**src/common/obc_pkg.sv**
```systemverilog
// Package of option byte layout, defaults, register map and timing constants
package obc_pkg;
   // Option byte 0 field positions
   localparam int OB0_WDG_HALT_BIT = 7;
   localparam int OB0_WDG_SW_BIT   = 6;
   localparam int OB0_UVD_BIT      = 4;
   localparam int OB0_PLL_OFF_BIT  = 3;
   localparam int OB0_PKG_HI_BIT   = 2;
   localparam int OB0_PKG_LO_BIT   = 1;
   localparam int OB0_RDP_N_BIT    = 0;
   // Option byte 1 field positions
   localparam int OB1_REMAP1_BIT   = 7;
   localparam int OB1_REMAP0_BIT   = 6;
   localparam int OB1_CLKSRC_HI    = 5;
   localparam int OB1_CLKSRC_LO    = 4;
   localparam int OB1_RANGE_HI     = 3;
   localparam int OB1_RANGE_LO     = 2;
   localparam int OB1_RSTDLY_BIT   = 0;
   // Shipped defaults of the two bytes and their erased value
   localparam logic [7:0] OB0_DEFAULT = 8'hFF;
   localparam logic [7:0] OB1_DEFAULT = 8'hEF;
   localparam logic [7:0] OB_ERASED   = 8'hFF;
   // Register byte offsets
   localparam logic [7:0] REG_OB0     = 8'h00;
   localparam logic [7:0] REG_OB1     = 8'h04;
   localparam logic [7:0] REG_CTRL    = 8'h08;
   localparam logic [7:0] REG_STATUS  = 8'h0C;
   localparam logic [7:0] REG_DECODE  = 8'h10;
   // Control register fields
   localparam int CTRL_PROG_BIT    = 0;
   localparam int CTRL_ERASE_BIT   = 1;
   // Reset delay counts in CPU cycles
   localparam logic [12:0] RST_DLY_LONG  = 13'h1000;
   localparam logic [12:0] RST_DLY_SHORT = 13'h0100;
   // User memory erase time and its cycle count at 50 MHz
   localparam int CLK_MHZ        = 50;
   localparam int ERASE_TIME_US  = 2;
   localparam int ERASE_CYCLES   = ERASE_TIME_US * CLK_MHZ;
   // Clock source and range encodings
   typedef enum logic [1:0] {OBC_SRC_RESONATOR, OBC_SRC_RSVD, OBC_SRC_INTERNAL,
                             OBC_SRC_EXTERNAL} obc_src_e;
   typedef enum logic [1:0] {OBC_RNG_1_2, OBC_RNG_2_4, OBC_RNG_4_8,
                             OBC_RNG_8_16} obc_range_e;
   // Package encodings
   localparam logic [1:0] PKG_32 = 2'h0;
   localparam logic [1:0] PKG_44 = 2'h1;
   localparam logic [1:0] PKG_64 = 2'h2;
endpackage

```
**src/obc_decoder.sv**
```systemverilog
// Option byte decoder with AHB-Lite access in programming mode
//
// How it works
// - Byte0 bit4 low turns undervoltage detector on
// - Byte0 bit3 low enables clock doubler
// - Byte0 bits2:1 select 64, 44, 32 pins
// - Unbonded pads get input with pull-up
// - Byte0 bit0 low blocks readout and writes
// - Erase under protection wipes user memory first
// - Byte1 bit7 remaps timer and serial pins
// - Byte1 bit6 moves capture 2 pin
// - Byte1 bits5:4 select main clock source
// - Byte1 bits3:2 select oscillator range
// - Byte1 bit0 picks 4096 or 256 delay
// - Byte0 bit7 resets on halt with watchdog
// - Byte0 bit6 picks hardware or software watchdog
// - Bytes reachable only in programming mode
`timescale 1ns/1ns
`default_nettype none
module obc_decoder
   import obc_pkg::*;
(
   input  wire logic        hclk,                         // Bus clock
   input  wire logic        hresetn,                      // Async reset, active low
   input  wire logic        hsel,                         // Slave select
   input  wire logic [7:0]  haddr,                        // Byte address
   input  wire logic [1:0]  htrans,                       // Transfer type
   input  wire logic        hwrite,                       // Write when high
   input  wire logic [2:0]  hsize,                        // Transfer size
   input  wire logic [31:0] hwdata,                       // Write data
   input  wire logic        hready,                       // Bus ready in
   output logic      [31:0] hrdata,                       // Read data
   output logic             hreadyout,                    // Slave ready
   output logic             hresp,                        // Always OKAY
   input  wire logic        prog_mode,                    // Programming mode pin
   input  wire logic        halt_req,                     // Pulse on halt exit
   output logic             undervoltage_detector_on,     // Detector enable
   output logic             pll_x2_enable,                // Clock doubler on
   output logic      [1:0]  package_select,               // Package code
   output logic      [47:0] unbonded_pad_pullup,          // Pull-up per pad
   output logic             readout_protect_n,            // Low: protected
   output logic             flash_write_block,            // Blocks flash writes
   output logic             alt_function_remap,           // Timer/serial remap
   output logic             capture2_on_alt_pin,          // Capture 2 on alt pin
   output logic      [1:0]  clock_source_select,          // Main clock source
   output logic      [1:0]  resonator_range_select,       // Oscillator range
   output logic             reset_delay_select,           // High: short delay
   output logic             delay_busy,                   // Reset/halt delay runs
   output logic             watchdog_reset_on_halt,       // Reset on halt
   output logic             watchdog_software_enable_mode,// Software watchdog
   output logic             user_mem_erase,               // Pulse: wipe user memory
   output logic             in_circuit_programming_mode   // Internal IN_CIRCUIT_PROGRAMMING_MODE clock
);
   import obc_pkg::*;

   typedef enum {OBC_IDLE, OBC_WIPE} obc_state_e;

   // Non-volatile byte images, latched decoded copies and bus phase state
   logic [7:0]  ob0_r = OB0_DEFAULT;  // Shipped content at power up
   logic [7:0]  ob1_r = OB1_DEFAULT;  // Shipped content at power up
   logic [7:0]  lat0_r;
   logic [7:0]  lat1_r;
   logic        sampled_r;
   logic        wr_pend_r;
   logic [7:0]  wr_addr_r;
   logic        erase_pend_r;
   logic [6:0]  wipe_cnt_r;
   obc_state_e  state_r;
   obc_state_e  state_nxt;
   logic [31:0] hrdata_r;
   logic        first_r;

   // Address phase decode
   wire         acc_valid = hsel & hready & htrans[1];
   wire         acc_write = acc_valid & hwrite;
   wire         acc_read  = acc_valid & ~hwrite;
   wire         ob_addr   = (haddr == REG_OB0) | (haddr == REG_OB1);
   wire         protected_now = ~ob0_r[OB0_RDP_N_BIT];
   wire         wiping    = (state_r == OBC_WIPE);

   // Programming mode gate on the option bytes
   function automatic logic ob_open(input logic pm, input logic [7:0] a);
      ob_open = pm & ((a == REG_OB0) | (a == REG_OB1));
   endfunction

   // Register read mux; option bytes read zero outside programming mode
   wire [31:0]  rd_val =
      (haddr == REG_OB0)    ? (prog_mode ? {24'h000000, ob0_r} : 32'h0000_0000) :
      (haddr == REG_OB1)    ? (prog_mode ? {24'h000000, ob1_r} : 32'h0000_0000) :
      (haddr == REG_CTRL)   ? {30'h0000_0000, erase_pend_r, prog_mode} :
      (haddr == REG_STATUS) ? {28'h000_0000, delay_busy, wiping, sampled_r,
                               protected_now} :
      (haddr == REG_DECODE) ? {16'h0000, lat1_r, lat0_r} :
                              32'h0000_0000;

   // Address phase capture and read data; bus never waits
   always_ff @(posedge hclk or negedge hresetn)
   begin
      if (!hresetn)
      begin
         wr_pend_r <= 1'b0;
         wr_addr_r <= 8'h00;
         hrdata_r  <= 32'h0000_0000;
      end
      else
      begin
         wr_pend_r <= acc_write;
         wr_addr_r <= haddr;
         if (acc_read)
            hrdata_r <= rd_val;
      end
   end

   // Data phase write; protection blocks byte writes, erase comes first
   wire         wr_ob0   = wr_pend_r & (wr_addr_r == REG_OB0) & ob_open(prog_mode, wr_addr_r);
   wire         wr_ob1   = wr_pend_r & (wr_addr_r == REG_OB1) & ob_open(prog_mode, wr_addr_r);
   wire         wr_ctrl  = wr_pend_r & (wr_addr_r == REG_CTRL) & prog_mode;
   wire         erase_rq = wr_ctrl & hwdata[CTRL_ERASE_BIT];
   wire         wipe_done = wiping & (wipe_cnt_r == 7'h00);

   // Erase sequence: wipe user memory while protected, then erase bytes
   always_comb
   begin
      state_nxt = state_r;
      case (state_r)
         OBC_IDLE: if (erase_rq & protected_now) state_nxt = OBC_WIPE;
         OBC_WIPE: if (wipe_done) state_nxt = OBC_IDLE;
         default:  state_nxt = OBC_IDLE;
      endcase
   end

   always_ff @(posedge hclk or negedge hresetn)
   begin
      if (!hresetn)
      begin
         state_r      <= OBC_IDLE;
         wipe_cnt_r   <= 7'h00;
         erase_pend_r <= 1'b0;
      end
      else
      begin
         state_r      <= state_nxt;
         erase_pend_r <= (state_nxt == OBC_WIPE);
         if (state_r == OBC_IDLE && state_nxt == OBC_WIPE)
            wipe_cnt_r <= 7'(ERASE_CYCLES - 1);
         else if (wipe_cnt_r != 7'h00)
            wipe_cnt_r <= wipe_cnt_r - 7'h01;
      end
   end
   assign user_mem_erase = (state_r == OBC_IDLE) & (state_nxt == OBC_WIPE);

   // Option byte storage; not cleared by hresetn, like flash, so a new
   // image only reaches the controls at the next reset sampling
   always_ff @(posedge hclk)
   begin
      if (wipe_done | (erase_rq & ~protected_now & ~wiping))
      begin
         ob0_r <= OB_ERASED;
         ob1_r <= OB_ERASED;
      end
      else if (~protected_now)
      begin
         if (wr_ob0)
            ob0_r <= hwdata[7:0];
         if (wr_ob1)
            ob1_r <= hwdata[7:0];
      end
   end

   // Sample bytes once after reset release, then hold until next reset
   always_ff @(posedge hclk or negedge hresetn)
   begin
      if (!hresetn)
      begin
         sampled_r <= 1'b0;
         lat0_r    <= OB0_DEFAULT;
         lat1_r    <= OB1_DEFAULT;
         first_r   <= 1'b0;
      end
      else
      begin
         first_r   <= ~sampled_r;
         if (!sampled_r)
         begin
            sampled_r <= 1'b1;
            lat0_r    <= ob0_r;
            lat1_r    <= ob1_r;
         end
      end
   end

   // Decoded control outputs
   assign undervoltage_detector_on      = ~lat0_r[OB0_UVD_BIT];
   assign pll_x2_enable                 = ~lat0_r[OB0_PLL_OFF_BIT];
   assign package_select = lat0_r[OB0_PKG_HI_BIT] ? PKG_64 :
                           (lat0_r[OB0_PKG_LO_BIT] ? PKG_44 : PKG_32);
   assign readout_protect_n             = lat0_r[OB0_RDP_N_BIT];
   assign flash_write_block             = ~lat0_r[OB0_RDP_N_BIT] | wiping;
   assign alt_function_remap            = lat1_r[OB1_REMAP1_BIT];
   assign capture2_on_alt_pin           = lat1_r[OB1_REMAP0_BIT];
   assign clock_source_select  = lat1_r[OB1_CLKSRC_HI:OB1_CLKSRC_LO];
   assign in_circuit_programming_mode =
      (lat1_r[OB1_CLKSRC_HI:OB1_CLKSRC_LO] == OBC_SRC_INTERNAL);
   assign resonator_range_select = lat1_r[OB1_RANGE_HI:OB1_RANGE_LO];
   assign reset_delay_select            = lat1_r[OB1_RSTDLY_BIT];
   assign watchdog_reset_on_halt        = lat0_r[OB0_WDG_HALT_BIT];
   assign watchdog_software_enable_mode = lat0_r[OB0_WDG_SW_BIT];
   assign hrdata    = hrdata_r;
   assign hreadyout = 1'b1;
   assign hresp     = 1'b0;

   // Pad pull-up mask from package code
   obc_pad_mask u_mask
   (
      .pkg_code    (package_select),
      .unbonded_pu (unbonded_pad_pullup)
   );

   // Delay restarts one cycle after the sampling cycle and on every halt exit
   obc_delay u_delay
   (
      .hclk      (hclk),
      .hresetn   (hresetn),
      .start     (first_r | halt_req),
      .short_sel (lat1_r[OB1_RSTDLY_BIT]),
      .busy      (delay_busy)
   );

   // Assertions
   property p_uvd;
      @(posedge hclk) disable iff (!hresetn)
      sampled_r |-> (undervoltage_detector_on == ~lat0_r[OB0_UVD_BIT]);
   endproperty
   a_uvd: assert property (p_uvd) else $error("detector enable wrong");

   property p_pll;
      @(posedge hclk) disable iff (!hresetn)
      pll_x2_enable |-> ~lat0_r[OB0_PLL_OFF_BIT];
   endproperty
   a_pll: assert property (p_pll) else $error("doubler enable wrong");

   property p_pkg;
      @(posedge hclk) disable iff (!hresetn)
      lat0_r[OB0_PKG_HI_BIT] |-> (package_select == PKG_64) && (unbonded_pad_pullup == 48'h0);
   endproperty
   a_pkg: assert property (p_pkg) else $error("package decode wrong");

   property p_pad32;
      @(posedge hclk) disable iff (!hresetn)
      (package_select == PKG_32) |-> (unbonded_pad_pullup[47:32] == 16'hFFFF);
   endproperty
   a_pad32: assert property (p_pad32) else $error("pad pull-up missing");

   property p_prot;
      @(posedge hclk) disable iff (!hresetn)
      (protected_now && wr_ob0 && !wiping) |=> $stable(ob0_r) || (ob0_r == OB_ERASED);
   endproperty
   a_prot: assert property (p_prot) else $error("write under protection");

   property p_wipe;
      @(posedge hclk) disable iff (!hresetn)
      user_mem_erase |=> wiping ##[1:120] (ob0_r == OB_ERASED);
   endproperty
   a_wipe: assert property (p_wipe) else $error("erase sequence wrong");

   property p_remap;
      @(posedge hclk) disable iff (!hresetn)
      (alt_function_remap == lat1_r[OB1_REMAP1_BIT]) &&
      (capture2_on_alt_pin == lat1_r[OB1_REMAP0_BIT]);
   endproperty
   a_remap: assert property (p_remap) else $error("remap wrong");

   property p_hold;
      @(posedge hclk) disable iff (!hresetn)
      sampled_r |=> $stable(lat0_r) && $stable(lat1_r);
   endproperty
   a_hold: assert property (p_hold) else $error("controls changed");

   property p_gate;
      @(posedge hclk) disable iff (!hresetn)
      (acc_read && !prog_mode && ob_addr) |=> (hrdata == 32'h0);
   endproperty
   a_gate: assert property (p_gate) else $error("byte read outside prog");

   property p_dly;
      @(posedge hclk) disable iff (!hresetn)
      (halt_req && reset_delay_select) |=> delay_busy [*8];
   endproperty
   a_dly: assert property (p_dly) else $error("delay too short");

   property p_dlylong;
      @(posedge hclk) disable iff (!hresetn)
      (halt_req && !reset_delay_select) |=> delay_busy [*8];
   endproperty
   a_dlylong: assert property (p_dlylong) else $error("long delay too short");

   property p_samp;
      @(posedge hclk) disable iff (!hresetn)
      $rose(sampled_r) |-> (lat0_r == $past(ob0_r)) && (lat1_r == $past(ob1_r));
   endproperty
   a_samp: assert property (p_samp) else $error("bytes not sampled");

   property p_start;
      @(posedge hclk) disable iff (!hresetn)
      $rose(sampled_r) |=> delay_busy;
   endproperty
   a_start: assert property (p_start) else $error("reset delay not started");

   property p_wblk;
      @(posedge hclk) disable iff (!hresetn)
      wiping |-> flash_write_block;
   endproperty
   a_wblk: assert property (p_wblk) else $error("flash open during wipe");

   property p_icc;
      @(posedge hclk) disable iff (!hresetn)
      in_circuit_programming_mode |-> (clock_source_select == OBC_SRC_INTERNAL);
   endproperty
   a_icc: assert property (p_icc) else $error("internal source flag wrong");

   property p_free;
      @(posedge hclk) disable iff (!hresetn)
      (erase_rq && !protected_now && !wiping) |=> (ob0_r == OB_ERASED) && (ob1_r == OB_ERASED);
   endproperty
   a_free: assert property (p_free) else $error("open erase not at once");

   property p_lock;
      @(posedge hclk) disable iff (!hresetn)
      (wr_pend_r && !prog_mode && !wiping) |=> $stable(ob0_r) && $stable(ob1_r);
   endproperty
   a_lock: assert property (p_lock) else $error("byte written outside prog");

   property p_prot1;
      @(posedge hclk) disable iff (!hresetn)
      (protected_now && wr_ob1 && !wiping) |=> $stable(ob1_r) || (ob1_r == OB_ERASED);
   endproperty
   a_prot1: assert property (p_prot1) else $error("byte 1 write under protection");

   c_wipe: cover property (@(posedge hclk) disable iff (!hresetn) user_mem_erase);
   c_wr:   cover property (@(posedge hclk) disable iff (!hresetn) wr_ob1);
   c_halt: cover property (@(posedge hclk) disable iff (!hresetn) halt_req ##1 delay_busy);
   c_samp: cover property (@(posedge hclk) disable iff (!hresetn) $rose(sampled_r));
   c_lock: cover property (@(posedge hclk) disable iff (!hresetn) protected_now && wr_ob0);
endmodule
`default_nettype wire

```
**src/obc_pad_mask.sv**
```systemverilog
// Pull-up mask of pads left unbonded by the selected package
`timescale 1ns/1ns
`default_nettype none
module obc_pad_mask
   import obc_pkg::*;
(
   input  wire logic [1:0]  pkg_code,      // Decoded package code
   output logic      [47:0] unbonded_pu    // One per pad, high when unbonded
);
   import obc_pkg::*;
   // Pads 0..31 always bonded, 32..43 on 44 and 64 pins, 44..47 on 64 only
   assign unbonded_pu = (pkg_code == PKG_64) ? 48'h0000_0000_0000 :
                        (pkg_code == PKG_44) ? 48'hF000_0000_0000 :
                                               48'hFFFF_0000_0000;
endmodule
`default_nettype wire

```
**src/obc_delay.sv**
```systemverilog
// Reset and halt exit delay counter
`timescale 1ns/1ns
`default_nettype none
module obc_delay
   import obc_pkg::*;
(
   input  wire logic        hclk,        // Clock
   input  wire logic        hresetn,     // Async reset, active low
   input  wire logic        start,       // Pulse to start a delay
   input  wire logic        short_sel,   // High selects the short delay
   output logic             busy         // High while delay runs
);
   import obc_pkg::*;
   logic [12:0] cnt_r;
   wire  [12:0] load_val = short_sel ? RST_DLY_SHORT : RST_DLY_LONG;
   // Counter loads on start, counts down to zero
   always_ff @(posedge hclk or negedge hresetn)
   begin
      if (!hresetn)
         cnt_r <= 13'h0000;
      else if (start)
         cnt_r <= load_val;
      else if (cnt_r != 13'h0000)
         cnt_r <= cnt_r - 13'h0001;
   end
   assign busy = (cnt_r != 13'h0000);
endmodule
`default_nettype wire

```
**config.mk**
```make
export PLATFORM = sky130hd
export DESIGN_NAME = obc_decoder
export DESIGN_NICKNAME = d
export VERILOG_FILES = /design/src/common/obc_pkg.sv /design/src/obc_decoder.sv /design/src/obc_pad_mask.sv /design/src/obc_delay.sv
export SDC_FILE = /design/constraint.sdc
export NUM_CORES = 1
export LEC_CHECK = 0
export BUFFER_PORTS_ARGS = -buffer_cell sky130_fd_sc_hd__buf_2
export CAP_MARGIN = 20
export CORE_MARGIN = 2
export CORE_UTILIZATION = 47
export DETAILED_ROUTE_END_ITERATION = 10
export PLACE_DENSITY = 0.88
export SLEW_MARGIN = 30
export SYNTH_ARGS = -nofsm -noshare
export SYNTH_HDL_FRONTEND = slang
export SYNTH_HIERARCHICAL = 1
export SYNTH_SLANG_ARGS = --single-unit
```
**constraint.sdc**
```tcl
create_clock -name hclk -period 2.2 [get_ports hclk]
set_input_delay 0.22 -clock hclk [delete_from_list [all_inputs] [get_ports hclk]]
set_output_delay 0.22 -clock hclk [all_outputs]
set_load 0.03 [all_outputs]
```
==> results.json <==
{
  "start_util_pct": 48.2,
  "powerDensity_nw_per_um2": 657,
  "cpMaxStageDelayCell": "or4b_4",
  "skew_ns": 0.0201,
  "path_class": "flip-flop to output pin",
  "finalPower_w": 0.00392,
  "num-nets-final": 614,
  "io_pins": 152,
  "clock_latency_ns": 0.39,
  "hp-start": "haddr[3]",
  "min_period_ns": 2.25,
  "synth_edf_count": 0,
  "place_area_sq_um": 5590,
  "via_per_inst": 5.01,
  "vdd_drop_max_mv": 0.335,
  "hp-class": "input pin to flip-flop",
  "design_area_sq_um": 5960,
  "first_pass_iters": 4,
  "grt_pass1_wl_microns": 16300,
  "setup_ws_ns": -0.0510,
  "synth_area_leaders": "dfrtp_1, buf_4, dfstp_2",
  "cts_tree": "built",
  "place_ws_ns": 0.136,
  "synth_most_common_cell": "dfrtp_1",
  "maxCapViolations": 0,
  "final_util_pct": 55.3,
  "slew-limit-headroom_pct": 62.4,
  "final_cells": 702,
  "diodes": 0,
  "place_inst": 677,
  "startpoint": "wr_addr_r[6]$_DFF_PN0_",
  "fill_cells": 882,
  "drive_gt1_share_pct": 32.7,
  "synth.ff_latch_count": 112,
  "outcome": "finished, violations left",
  "leakagePower_nw": 2.73,
  "dieHeight_microns": 109,
  "crit_path_max_fanout": 2,
  "synthCells": 451,
  "synth_flop_cell": "dfrtp_1",
  "synth_top_area_share_pct": 39.0,
  "antenna_found_initial": 2,
  "cts_buffer_depth": 2,
  "vias": 3517,
  "coreArea_sq_um": 10800,
  "gr-total-overflow": 0,
  "ant_nets": 0,
  "avgRoutedWirePerCell_microns": 14.8,
  "crit_path_start_kind": "flip-flop",
  "hpwl_microns": 7640,
  "portBuffers": 73,
  "arrival_ns": 2.03,
  "grt_pass1_vias": 3429,
  "htree_levels": 3,
  "grt_max_degree": 45,
  "synth_common_cells": "dfrtp_1, buf_4, mux2_2",
  "drt_iter0_drc": 149,
  "place.gp.congestion": 0.830,
  "synth-seq-area-share_pct": 52.7,
  "die_x_microns": 109,
  "wirelength_microns": 10400,
  "core.rowCount": 38,
  "max_freq_mhz": 444,
  "synth_top_area_cell": "dfrtp_1",
  "cts_buffers": 9,
  "violations": "negative setup slack",
  "cp.required_ns": 1.98,
  "hold_viol": 0,
  "setup_viol": 1,
  "areaGrowthSynthToFinish_pct": 14.8,
  "rsz0062_at_grt": "true",
  "worstMarginPinSlew_ns": 0.564,
  "async_flop_share_pct": 85.7,
  "dieArea_sq_um": 11900,
  "drcViolationCount": 0,
  "syn_area_per_cell_sq_um": 11.5,
  "grt_use_total_pct": 17.9,
  "syn_area_sq_um": 5200,
  "root_buffer": "clkbuf_8",
  "slew_viol_final": 0,
  "r2r_start": "wr_addr_r[1]$_DFF_PN0_",
  "synth_cell_type_count": 64,
  "clock_sinks": 112,
  "path_clk_slew_ns": 0.12,
  "endpoint_kind": "output pin",
  "finalCritPeriodShare_pct": 102,
  "yosys_warnings": 6,
  "path_cells": "or4b_4, nor4_4, nand4bb_1, inv_1, buf_6",
  "critPathMaxStageDelay_ns": 0.56
}
## routing by layer
metal / vias to the layer above / track usage, % / wire length (microns)
met5: - / 0 / 21
met4: 4 / 5.22 / 133
met3: 19 / 5.02 / 536
met2: 102 / 31.3 / 5530
met1: 1754 / 21.6 / 4190
li1: 1638 / - / -
## path summary, 6_finish.rpt
kind / cells after the start / to / slack, ns
worst max-delay path: 5 / user_mem_erase / -0.05
worst min-delay path: 1 / wr_addr_r[3]$_DFF_PN0_ / 0.02
worst max register to register: 6 / ob1_r[4]$_SDFFE_PP1P_ / 0.14
worst min register to register: 2 / hrdata[4]$_DFFE_PN0P_ / 0.48
max in group asynchronous: 3 / lat1_r[6]$_DFFE_PN1N_ / 1.16
min in group asynchronous: 2 / u_delay/cnt_r[6]$_DFFE_PN0P_ / 0.35
## worst max-delay path: cells and delay by family (launching register included)
kind	cells	cell delay (ns)
buf+inv	2	0.25
flops	1	0.38
simple gates	3	1.04
## kinds of logic (layout without fill, tap and decap cells)
| kind of cell | after synthesis | after routing | share of synthesized area (%) |
|---|---|---|---|
| compound gates | 62 | 62 | 8.23 |
| flops | 112 | 112 | 52.7 |
| mux | 41 | 41 | 8.45 |
| other cells | 3 | 82 | 0.217 |
| buf+inv | 106 | 138 | 13.6 |
| simple gates | 117 | 117 | 14.7 |
| xor+xnor | 5 | 5 | 0.843 |
| fa+ha+maj | 5 | 5 | 1.20 |
## stage by stage
step           hold slack [ns]  setup TNS (ns)
3_3_place_gp             0.233               0
4_1_cts                0.00451         -0.0836
6_report                0.0217         -0.0510
5_1_grt                0.00170          -0.181
3_5_place_dp             0.249               0
2_1_floorplan          -0.0756               0
## flip-flops by register name, summed over array words and instances (netlist names)
register / flops
wipe_cnt_r: 7
first_r: 1
hrdata: 16
lat1_r: 8
state_r: 32
u_delay/cnt_r: 13
wr_pend_r: 1
sampled_r: 1
wr_addr_r: 8
erase_pend_r: 1
ob1_r: 8
lat0_r: 8
ob0_r: 8
## cell type report
class	count	area (sq um)	area share (%)
clock inverter	7	92.6	1.55
multi-input combinational	312	2110	35.4
clock buffer	9	124	2.08
inverter	20	77.6	1.30
timing repair buffer	102	642	10.8
tap	140	175	2.94
sequential	112	2740	46.0
## power breakdown
group	switching, W	internal [W]	total [W]
Clock	0.000761	0.000565	0.00133
Combinational	0.000296	0.000134	0.000430
Sequential	0.0000461	0.00212	0.00216
## repair_timing
action | in CTS | in global routing
resized for setup | 11 | 9
setup buffers | 1 | 2
pin swaps | 3 | 4
hold endpoints to repair | 46 | 0
hold buffers | 6 | 0
setup endpoints to repair | 3 | 20
## layout by cell type, fill, tap and decap left out, types with 3 or more instances in the layout
cell type / count
buf_6: 3
nor2_1: 11
ha_1: 4
and2_1: 4
a22o_1: 8
mux2i_1: 17
nand4_1: 5
buf_2: 70
nand2b_1: 5
dfrtp_1: 81
inv_8: 4
nor3_1: 8
nand2_1: 20
nor3b_1: 3
dfstp_2: 15
o21ai_0: 17
dfxtp_1: 16
conb_1: 82
inv_1: 19
clkbuf_8: 9
a211oi_1: 3
a22oi_1: 5
mux2_2: 23
xnor2_1: 4
buf_4: 21
nor4_1: 8
or4_1: 4
dlygate4sd3_1: 6
nor2b_1: 7
nand3_1: 7
a21oi_1: 9
nand3_2: 9
nor4_4: 4
(Power assumes the default switching activity.)
